<file path="config.mk">
export PLATFORM = sky130hd
export DESIGN_NAME = bfo_exec
export DESIGN_NICKNAME = d
export VERILOG_FILES = /design/src/bfo_pkg.sv /design/src/bfo_exec.sv
export SDC_FILE = /design/constraint.sdc
export NUM_CORES = 1
export LEC_CHECK = 0
export ABC_AREA = 1
export BUFFER_PORTS_ARGS = -buffer_cell sky130_fd_sc_hd__buf_2
export CAP_MARGIN = 10
export CORE_MARGIN = 3
export CORE_UTILIZATION = 55
export CTS_BUF_LIST = sky130_fd_sc_hd__clkbuf_8
export DETAILED_ROUTE_END_ITERATION = 16
export HOLD_SLACK_MARGIN = 0.12
export PLACE_DENSITY = 0.77
export SYNTH_ARGS = -nofsm -noshare
export SYNTH_HDL_FRONTEND = slang
export SYNTH_SLANG_ARGS = --single-unit
</file>
<file path="constraint.sdc">
create_clock -name aclk -period 3.45 [get_ports aclk]
set_clock_uncertainty 0.2 [all_clocks]
set_input_delay 0 -clock aclk [delete_from_list [all_inputs] [get_ports aclk]]
set_output_delay 0 -clock aclk [all_outputs]
set_load 0.01 [all_outputs]
</file>
<file path="src/bfo_pkg.sv">
// package: constants, types and register map of the branch/flag execution block
package bfo_pkg;

    // register byte offsets on the AXI4-Lite bus
    localparam logic [7:0] CTRL_OFS      = 8'h00;
    localparam logic [7:0] SRC_OFS       = 8'h04;
    localparam logic [7:0] DST_OFS       = 8'h08;
    localparam logic [7:0] STATUS_OFS    = 8'h0C;
    localparam logic [7:0] PC_OFS        = 8'h10;
    localparam logic [7:0] SP_OFS        = 8'h14;
    localparam logic [7:0] PUSH_ADDR_OFS = 8'h18;
    localparam logic [7:0] PUSH_DATA_OFS = 8'h1C;

    // control register field positions
    localparam int CTRL_OP_LSB   = 0;
    localparam int CTRL_BYTE_BIT = 4;
    localparam int CTRL_GO_BIT   = 8;
    localparam int CTRL_BUSY_BIT = 9;
    localparam int CTRL_LEN_LSB  = 12;

    // status register bit positions
    localparam int CARRY_BIT          = 0;
    localparam int ZERO_BIT           = 1;
    localparam int NEGATIVE_BIT       = 2;
    localparam int OVERFLOW_BIT       = 8;

    // flag-clear masks and reset values
    localparam logic [15:0] CARRY_MASK    = 16'h0001;
    localparam logic [15:0] ZERO_MASK     = 16'h0002;
    localparam logic [15:0] NEGATIVE_MASK = 16'h0004;
    localparam logic [15:0] ZERO_WORD     = 16'h0000;
    localparam logic [15:0] SP_STEP       = 16'h0002;
    localparam logic [15:0] PC_RESET      = 16'h0000;
    localparam logic [15:0] SP_RESET      = 16'h0000;
    localparam logic [15:0] STATUS_RESET  = 16'h0000;

    // AXI responses
    localparam logic [1:0] RESP_OKAY   = 2'b00;
    localparam logic [1:0] RESP_SLVERR = 2'b10;

    // operation codes
    typedef enum logic [3:0] {
        OP_MOVE       = 4'h0,
        OP_BIT_CLEAR  = 4'h1,
        OP_BIT_SET    = 4'h2,
        OP_BIT_TEST   = 4'h3,
        OP_AND        = 4'h4,
        OP_COMPARE    = 4'h5,
        OP_JUMP       = 4'h6,
        OP_CALL       = 4'h7,
        OP_CLEAR      = 4'h8,
        OP_CARRY_CLR  = 4'h9,
        OP_NEG_CLR    = 4'hA,
        OP_ZERO_CLR   = 4'hB
    } bfo_op_t;

    // control register contents
    typedef struct packed {
        logic [1:0] len_words;
        logic       byte_op;
        bfo_op_t    op;
    } bfo_ctrl_t;

    // flag result of an operation: negative, zero, carry, overflow
    typedef struct packed {
        logic n;
        logic z;
        logic c;
        logic v;
    } bfo_flags_t;

endpackage

</file>
<file path="src/bfo_exec.sv">
// execution unit for bit, branch, call, clear and flag-clear operations with an AXI4-Lite register port
//
// Local design decisions: register access over AXI4-Lite and the placing of the registers.
`timescale 1ns/1ps
module bfo_exec (
    input  wire logic        aclk,
    input  wire logic        aresetn,
    input  wire logic [7:0]  s_axi_awaddr,
    input  wire logic        s_axi_awvalid,
    output logic             s_axi_awready,
    input  wire logic [31:0] s_axi_wdata,
    input  wire logic [3:0]  s_axi_wstrb,
    input  wire logic        s_axi_wvalid,
    output logic             s_axi_wready,
    output logic [1:0]       s_axi_bresp,
    output logic             s_axi_bvalid,
    input  wire logic        s_axi_bready,
    input  wire logic [7:0]  s_axi_araddr,
    input  wire logic        s_axi_arvalid,
    output logic             s_axi_arready,
    output logic [31:0]      s_axi_rdata,
    output logic [1:0]       s_axi_rresp,
    output logic             s_axi_rvalid,
    input  wire logic        s_axi_rready,
    output logic             busy,
    output logic             push_strobe,
    output logic [15:0]      push_addr,
    output logic [15:0]      push_data,
    output logic [15:0]      program_counter
);
    import bfo_pkg::*;

    typedef enum logic [2:0] {ST_IDLE, ST_EXEC, ST_CALL_SP, ST_CALL_PUSH, ST_CALL_PC} bfo_state_t;

    // merge a 32-bit bus write into a 16-bit register under byte strobes
    function automatic logic [15:0] merge16(input logic [15:0] old, input logic [31:0] wd, input logic [3:0] st);
        merge16 = {st[1] ? wd[15:8] : old[15:8], st[0] ? wd[7:0] : old[7:0]};
    endfunction

    // negative, zero and carry-as-not-zero of a logic result at the chosen size
    function automatic bfo_flags_t logic_flags(input logic [15:0] r, input logic b);
        logic zr;
        zr = b ? (r[7:0] == 8'h00) : (r == 16'h0000);
        logic_flags.n = b ? r[7] : r[15];
        logic_flags.z = zr;
        logic_flags.c = ~zr;
        logic_flags.v = 1'b0;
    endfunction

    // registers
    bfo_state_t  state_reg, state_next;
    bfo_ctrl_t   ctrl_reg;
    logic [15:0] src_reg, dst_reg, status_reg, pc_reg, sp_reg, tmp_reg;
    logic [15:0] push_addr_reg, push_data_reg;
    logic        push_strobe_reg;
    logic        awready_reg, wready_reg, bvalid_reg, arready_reg, rvalid_reg;
    logic [1:0]  bresp_reg, rresp_reg;
    logic [31:0] rdata_reg;

    // bus decode
    wire         wr_fire   = awready_reg & wready_reg;
    wire         rd_fire   = arready_reg;
    wire         idle      = (state_reg == ST_IDLE);
    wire         wr_ctrl   = wr_fire & (s_axi_awaddr == CTRL_OFS);
    wire         wr_src    = wr_fire & (s_axi_awaddr == SRC_OFS) & idle;
    wire         wr_dst    = wr_fire & (s_axi_awaddr == DST_OFS) & idle;
    wire         wr_status = wr_fire & (s_axi_awaddr == STATUS_OFS) & idle;
    wire         wr_pc     = wr_fire & (s_axi_awaddr == PC_OFS) & idle;
    wire         wr_sp     = wr_fire & (s_axi_awaddr == SP_OFS) & idle;
    wire         wr_mapped = (s_axi_awaddr == CTRL_OFS) | (s_axi_awaddr == SRC_OFS) | (s_axi_awaddr == DST_OFS)
                           | (s_axi_awaddr == STATUS_OFS) | (s_axi_awaddr == PC_OFS) | (s_axi_awaddr == SP_OFS)
                           | (s_axi_awaddr == PUSH_ADDR_OFS) | (s_axi_awaddr == PUSH_DATA_OFS);
    wire         go        = wr_ctrl & idle & s_axi_wstrb[1] & s_axi_wdata[CTRL_GO_BIT];
    wire         ctrl_load = wr_ctrl & idle & s_axi_wstrb[0];
    wire [15:0]  ctrl_rd   = {2'b00, ctrl_reg.len_words, 2'b00, ~idle, 1'b0,
                              3'b000, ctrl_reg.byte_op, ctrl_reg.op};

    // operand shaping: byte size keeps the destination high byte, word is all 16 bits
    wire         byte_sel  = ctrl_reg.byte_op;
    wire [15:0]  size_mask = byte_sel ? 16'h00FF : 16'hFFFF;
    wire [15:0]  src_v     = src_reg & size_mask;
    wire [15:0]  dst_hi    = dst_reg & ~size_mask;

    // result values of the data operations
    wire [15:0]  clr_res   = (~src_reg & dst_reg) & size_mask;
    wire [15:0]  set_res   = (src_reg | dst_reg) & size_mask;
    wire [15:0]  and_res   = (src_reg & dst_reg) & size_mask;
    wire [16:0]  cmp_sum   = {1'b0, dst_reg & size_mask} + {1'b0, ~src_reg & size_mask} + 17'h00001;
    wire         cmp_carry = byte_sel ? cmp_sum[8] : cmp_sum[16];
    wire         cmp_sgn_d = byte_sel ? dst_reg[7] : dst_reg[15];
    wire         cmp_sgn_s = byte_sel ? src_reg[7] : src_reg[15];
    wire         cmp_sgn_r = byte_sel ? cmp_sum[7] : cmp_sum[15];
    wire [15:0]  ret_addr  = pc_reg + {13'h0000, ctrl_reg.len_words, 1'b0};
    wire [15:0]  sp_dec    = sp_reg - SP_STEP;

    // flags of logic and compare results
    bfo_flags_t  and_flags, cmp_flags;
    assign and_flags   = logic_flags(and_res, byte_sel);
    assign cmp_flags.n = cmp_sgn_r;
    assign cmp_flags.z = byte_sel ? (cmp_sum[7:0] == 8'h00) : (cmp_sum[15:0] == 16'h0000);
    assign cmp_flags.c = cmp_carry;
    assign cmp_flags.v = (cmp_sgn_d != cmp_sgn_s) & (cmp_sgn_r != cmp_sgn_d);

    // status with N Z C V replaced, mode bits passed through
    function automatic logic [15:0] put_flags(input logic [15:0] cur, input bfo_flags_t f);
        put_flags               = cur;
        put_flags[NEGATIVE_BIT] = f.n;
        put_flags[ZERO_BIT]     = f.z;
        put_flags[CARRY_BIT]    = f.c;
        put_flags[OVERFLOW_BIT] = f.v;
    endfunction

    // next destination, status and program counter for a single-cycle operation
    logic [15:0] dst_exec, status_exec, pc_exec;
    always_comb begin
        dst_exec    = dst_reg;
        status_exec = status_reg;
        pc_exec     = pc_reg;
        unique case (ctrl_reg.op)
            OP_MOVE:      dst_exec    = dst_hi | src_v;
            OP_BIT_CLEAR: dst_exec    = dst_hi | clr_res;
            OP_BIT_SET:   dst_exec    = dst_hi | set_res;
            OP_BIT_TEST:  status_exec = put_flags(status_reg, and_flags);
            OP_AND: begin
                dst_exec    = dst_hi | and_res;
                status_exec = put_flags(status_reg, and_flags);
            end
            OP_COMPARE:   status_exec = put_flags(status_reg, cmp_flags);
            OP_JUMP:      pc_exec     = dst_reg;
            OP_CALL:      pc_exec     = pc_reg;
            OP_CLEAR:     dst_exec    = dst_hi | (ZERO_WORD & size_mask);
            OP_CARRY_CLR: status_exec = ~CARRY_MASK & status_reg;
            OP_NEG_CLR:   status_exec = ~NEGATIVE_MASK & status_reg;
            OP_ZERO_CLR:  status_exec = ~ZERO_MASK & status_reg;
            default:      dst_exec    = dst_reg;
        endcase
    end

    // sequencer: one execute cycle, then the three call steps for a call only
    always_comb begin
        state_next = state_reg;
        unique case (state_reg)
            ST_IDLE:      if (go) begin
                state_next = ST_EXEC;
            end
            ST_EXEC:      state_next = (ctrl_reg.op == OP_CALL) ? ST_CALL_SP : ST_IDLE;
            ST_CALL_SP:   state_next = ST_CALL_PUSH;
            ST_CALL_PUSH: state_next = ST_CALL_PC;
            ST_CALL_PC:   state_next = ST_IDLE;
        endcase
    end

    // state and control register
    always_ff @(posedge aclk) begin
        if (!aresetn) begin
            state_reg <= ST_IDLE;
            ctrl_reg  <= '{len_words: 2'b01, byte_op: 1'b0, op: OP_MOVE};
        end else begin
            state_reg <= state_next;
            if (ctrl_load) begin
                ctrl_reg.op      <= bfo_op_t'(s_axi_wdata[CTRL_OP_LSB +: 4]);
                ctrl_reg.byte_op <= s_axi_wdata[CTRL_BYTE_BIT];
            end
            if (ctrl_load & s_axi_wstrb[1]) begin
                ctrl_reg.len_words <= s_axi_wdata[CTRL_LEN_LSB +: 2];
            end
        end
    end

    // operand registers, written by software when idle
    always_ff @(posedge aclk) begin
        if (!aresetn) begin
            src_reg <= ZERO_WORD;
            dst_reg <= ZERO_WORD;
        end else begin
            if (wr_src) src_reg <= merge16(src_reg, s_axi_wdata, s_axi_wstrb);   // source never written by ops
            if (wr_dst) begin
                dst_reg <= merge16(dst_reg, s_axi_wdata, s_axi_wstrb);
            end else if (state_reg == ST_EXEC) begin
                dst_reg <= dst_exec;
            end
        end
    end

    // status register, program counter, stack pointer and call temporary
    always_ff @(posedge aclk) begin
        if (!aresetn) begin
            status_reg <= STATUS_RESET;
            pc_reg     <= PC_RESET;
            sp_reg     <= SP_RESET;
            tmp_reg    <= ZERO_WORD;
        end else begin
            if (wr_status) status_reg <= merge16(status_reg, s_axi_wdata, s_axi_wstrb);
            else if (state_reg == ST_EXEC) status_reg <= status_exec;
            if (wr_pc) pc_reg <= merge16(pc_reg, s_axi_wdata, s_axi_wstrb);
            else if (state_reg == ST_EXEC) pc_reg <= pc_exec;
            else if (state_reg == ST_CALL_PC) pc_reg <= tmp_reg;
            if (wr_sp) sp_reg <= merge16(sp_reg, s_axi_wdata, s_axi_wstrb);
            else if (state_reg == ST_CALL_SP) sp_reg <= sp_dec;
            if (state_reg == ST_EXEC) tmp_reg <= dst_reg;
        end
    end

    // stack push of the return address at the new top of stack
    always_ff @(posedge aclk) begin
        if (!aresetn) begin
            push_addr_reg   <= ZERO_WORD;
            push_data_reg   <= ZERO_WORD;
            push_strobe_reg <= 1'b0;
        end else begin
            push_strobe_reg <= (state_reg == ST_CALL_PUSH);
            if (state_reg == ST_CALL_PUSH) begin
                push_addr_reg <= sp_reg;
                push_data_reg <= ret_addr;
            end
        end
    end

    // write channel: accept address and data together, answer one cycle later
    always_ff @(posedge aclk) begin
        if (!aresetn) begin
            awready_reg <= 1'b0;
            wready_reg  <= 1'b0;
            bvalid_reg  <= 1'b0;
            bresp_reg   <= RESP_OKAY;
        end else begin
            awready_reg <= s_axi_awvalid & s_axi_wvalid & ~awready_reg & ~bvalid_reg;
            wready_reg  <= s_axi_awvalid & s_axi_wvalid & ~awready_reg & ~bvalid_reg;
            if (wr_fire) begin
                bvalid_reg <= 1'b1;
                bresp_reg  <= wr_mapped ? RESP_OKAY : RESP_SLVERR;
            end else if (s_axi_bready) begin
                bvalid_reg <= 1'b0;
            end
        end
    end

    // read data selection
    logic [15:0] rd_word;
    logic        rd_ok;
    always_comb begin
        rd_ok   = 1'b1;
        rd_word = ZERO_WORD;
        unique case (s_axi_araddr)
            CTRL_OFS:      rd_word = ctrl_rd;
            SRC_OFS:       rd_word = src_reg;
            DST_OFS:       rd_word = dst_reg;
            STATUS_OFS:    rd_word = status_reg;
            PC_OFS:        rd_word = pc_reg;
            SP_OFS:        rd_word = sp_reg;
            PUSH_ADDR_OFS: rd_word = push_addr_reg;
            PUSH_DATA_OFS: rd_word = push_data_reg;
            default:       rd_ok   = 1'b0;
        endcase
    end

    // read channel: address taken one cycle after arvalid, data one cycle later
    always_ff @(posedge aclk) begin
        if (!aresetn) begin
            arready_reg <= 1'b0;
            rvalid_reg  <= 1'b0;
            rdata_reg   <= 32'h0000_0000;
            rresp_reg   <= RESP_OKAY;
        end else begin
            arready_reg <= s_axi_arvalid & ~arready_reg & ~rvalid_reg;
            if (rd_fire) begin
                rvalid_reg <= 1'b1;
                rdata_reg  <= {16'h0000, rd_word};
                rresp_reg  <= rd_ok ? RESP_OKAY : RESP_SLVERR;
            end else if (s_axi_rready) begin
                rvalid_reg <= 1'b0;
            end
        end
    end

    // busy mirrors the sequencer
    logic busy_reg;
    always_ff @(posedge aclk) begin
        if (!aresetn) busy_reg <= 1'b0;
        else busy_reg <= (state_next != ST_IDLE);
    end

    // outputs straight from flip-flops
    assign s_axi_awready   = awready_reg;
    assign s_axi_wready    = wready_reg;
    assign s_axi_bvalid    = bvalid_reg;
    assign s_axi_bresp     = bresp_reg;
    assign s_axi_arready   = arready_reg;
    assign s_axi_rvalid    = rvalid_reg;
    assign s_axi_rdata     = rdata_reg;
    assign s_axi_rresp     = rresp_reg;
    assign busy            = busy_reg;
    assign push_strobe     = push_strobe_reg;
    assign push_addr       = push_addr_reg;
    assign push_data       = push_data_reg;
    assign program_counter = pc_reg;

endmodule // bfo_exec

</file>
==> results by group <==
Worst setup path
  • Crit path cell chain: dlygate4sd3_1 -> buf_2 -> nor2_1 -> dlygate4sd3_1 -> inv_1 -> nor3_2 -> nand2_2 -> inv_4 -> nand2_1 -> dlygate4sd3_1 -> a31oi_1 -> dlygate4sd3_1
  • Critical Path Fanout Max: 9
  • Max stage delay on crit path: 0.67 ns
  • WP data arrival: 3.47 ns
  • Crit path top cell by count: dlygate4sd3_1
  • Reg2Reg Setup Slack: 0.32 ns
  • Slowest stage cell, crit path: dlygate4sd3_1
  • Setup crit end kind: flop
  • Crit path from: s_axi_awaddr[0]
  • Crit Reg-Reg Startpoint: byte_sel$_SDFFE_PN0P_
  • CP Class: in2reg
  • Number of cells on the worst reg-to-reg path: 16
  • Crit path to: status_reg[8]$_SDFFE_PN0P_
  • Worst R2R End: status_reg[8]$_SDFFE_PN0P_
  • Worst setup SP type: input pin
  • WP data required: 3.68 ns

Placed design
  • IO Port Bufs: 113
  • Placed wire-length estimate: 24.0 mm
  • Place WS: 0.541 ns
  • RD Place Congestion: 1.00
  • Dpl cells: 1754
  • DP Area: 0.0105 mm2

Final layout
  • Area growth syn-to-layout: 15.3%
  • Finished Core Util: 65.4%
  • ANT cells: 0
  • Final nets: 1695
  • Post-route cell area: 0.0114 mm2
  • Share of cells above drive strength 1: 12.5%
  • Fill cell count: 1613
  • Finished Layout Cells: 1836

Clocking
  • Htree depth: 4
  • Clk slew on worst S/H paths: 0.10 ns
  • Root Driver: clkbuf_8
  • Worst-Skew Late Latency: 0.48 ns
  • Clock sink total: 162
  • CTS max path bufs: 2
  • CTS tree: yes
  • Total CTS buffers: 17

GRT
  • First-pass GRT wire length: 52.1 mm
  • Gr ovfl total: 0
  • Initial antenna violation count: 0
  • Number of global-route vias before repair: 9911
  • Largest net degree at the start of global routing: 103
  • Tot GR Track Use: 32.9%

Die
  • Core region area: 0.0174 mm2
  • Die Ht: 140 um
  • Initial core utilization: 56.7%
  • Die width: 140 um
  • Die footprint: 0.0196 mm2
  • Row cnt: 48
  • I/O pins: 150

Timing
  • Rel. slew slack: 33.8%
  • Worst hold margin: 0.182 ns
  • Period minus WS final: 3.25 ns
  • Slew @ Worst Pin: 0.994 ns
  • Post-route setup slack: 0.204 ns
  • Final period utilization: 94.1%
  • Slew Limit Fails: 0
  • RSZ-0062 raised after global routing: no
  • Final TNS setup: 0 ns
  • Setup violations, final: 0
  • Achievable Freq: 308 MHz
  • Hold Violations, Final: 0

Run status
  • Status: complete, no violations

Run
  • Max-cap violations: 0

Power
  • Overall Power: 3.80 mW
  • Leak Pwr: 5.02 nW
  • Max VDD drop: 0.330 mV
  • Power per cell area: 333 mW/mm2

Hold path
  • HP Class: in2reg

Logic synthesis
  • Mapped Area: 0.00988 mm2
  • Post-synth top area cell: dfxtp_1
  • Ys async rst share: 0%
  • #FFs+latches synth: 162
  • Post-synthesis cell count: 1464
  • Number of flops mapped to enable cells by yosys: 0
  • Library cells used by synthesis: 55
  • Syn_area_per_cell: 6.75 um2
  • Seq/Total Area, Yosys: 32.8%
  • Synth area leaders: dfxtp_1, nand2_1, inv_1
  • Syn. warnings: 0
  • Share of Yosys cell area claimed by the top area cell type: 32.8%
  • Top FF cell, synth: dfxtp_1

Drt
  • Via density per instance: 5.91
  • DRT antenna net count: 0
  • Total number of vias: 10900
  • DRC viols: 0
  • Final wirelength: 33.3 mm
  • Iteration-0 DRC Markers: 1287
  • DRT Pass-1 Iters: 5
  • Per-cell routed wire length: 18.1 um
where the power goes:
group / internal [mW] / switching, mW
registers: 1.89 / 0.0161
clock network: 0.596 / 0.777
logic: 0.182 / 0.337
kinds of logic after synthesis:
logic type	share of synthesized area (%)
AND/OR/NAND/NOR	22.7
AO/OA/AOI/OAI	25.2
buffers and inverters	12.6
flip-flops	32.8
adder cells (fa/ha/maj)	4.96
XOR/XNOR	1.60
other	0.0380
timing repair:
| item | in CTS | in global routing |
|---|---|---|
| setup buffers | 0 | 0 |
| setup endpoints to repair | 0 | 1 |
| endpoints found under the hold margin | 111 | 0 |
| gates resized for setup | 0 | 3 |
| hold buffers | 50 | 0 |
cells in the mapped netlist (all sizes together) (2+ instances only):
library cell / instances
a41oi: 2
a311oi: 5
or2: 3
nand2: 229
o21ai: 171
a221oi: 2
nor3: 40
nor2: 125
a21oi: 138
a2111oi: 5
a31oi: 12
a22oi: 8
fa: 2
nor4: 7
o32ai: 8
nand3: 87
nand4: 12
inv: 223
o2111ai: 13
o22ai: 28
o211ai: 16
ha: 36
clkinv: 3
xor2: 18
buf: 33
a211oi: 18
clkbuf: 47
o221ai: 2
and2: 2
dfxtp: 162
worst max-delay path, delay by kind of cell:
kind,cells,cell delay (ns)
compound gates,1,0.16
simple gates,4,0.61
buf+inv,7,2.69
how the worst min path moves through the flow:
stage,endpoint,depth (start not counted),startpoint
floorplan,s_axi_arready$_SDFF_PN0_,2,s_axi_arvalid
global placement,s_axi_arready$_SDFF_PN0_,3,s_axi_arvalid
detailed placement,s_axi_wready$_SDFF_PN0_,3,s_axi_wvalid
CTS,sp_reg[5]$_SDFFE_PN0P_,9,s_axi_awaddr[7]
global route,s_axi_bvalid$_SDFFE_PN0P_,5,s_axi_bready
finish,s_axi_bvalid$_SDFFE_PN0P_,5,s_axi_bready
per-layer routing:
metal  up-vias  track usage, %  part of all wire [%]
li1       5171               -                     -
met1      4968            44.4                    41
met2       611            52.7                    45
met3       106            5.39                   9.3
met4         0            13.4                   4.4
met5         -               0                     0
layout make-up:
| cell class | count | area [um2] | share of cell area [%] |
|---|---|---|---|
| Timing Repair Buffer | 178 | 1180 | 10.3 |
| Clock buffer | 18 | 248 | 2.17 |
| Clock inverter | 14 | 130 | 1.14 |
| Sequential cell | 162 | 3240 | 28.5 |
| Tap cell | 225 | 282 | 2.47 |
| Multi-Input combinational cell | 1013 | 5460 | 47.9 |
| Inverter | 226 | 851 | 7.47 |
cell usage in the layout (no fill, tap or decap), drive strengths merged, types with 13 or more instances in the layout:
| master | Yosys | routed |
|---|---|---|
| o21ai | 171 | 171 |
| nand2 | 229 | 229 |
| inv | 223 | 229 |
| nand3 | 87 | 87 |
| nor2 | 125 | 125 |
| nor3 | 40 | 40 |
| conb | 1 | 18 |
| dfxtp | 162 | 162 |
| buf | 33 | 128 |
| xor2 | 18 | 18 |
| dlygate4sd3 | 0 | 50 |
| a21oi | 138 | 138 |
| o22ai | 28 | 28 |
| ha | 36 | 36 |
| a211oi | 18 | 18 |
| clkbuf | 47 | 18 |
| o211ai | 16 | 16 |
| o2111ai | 13 | 13 |
No activity file was read; power rests on OpenSTA's default activity.
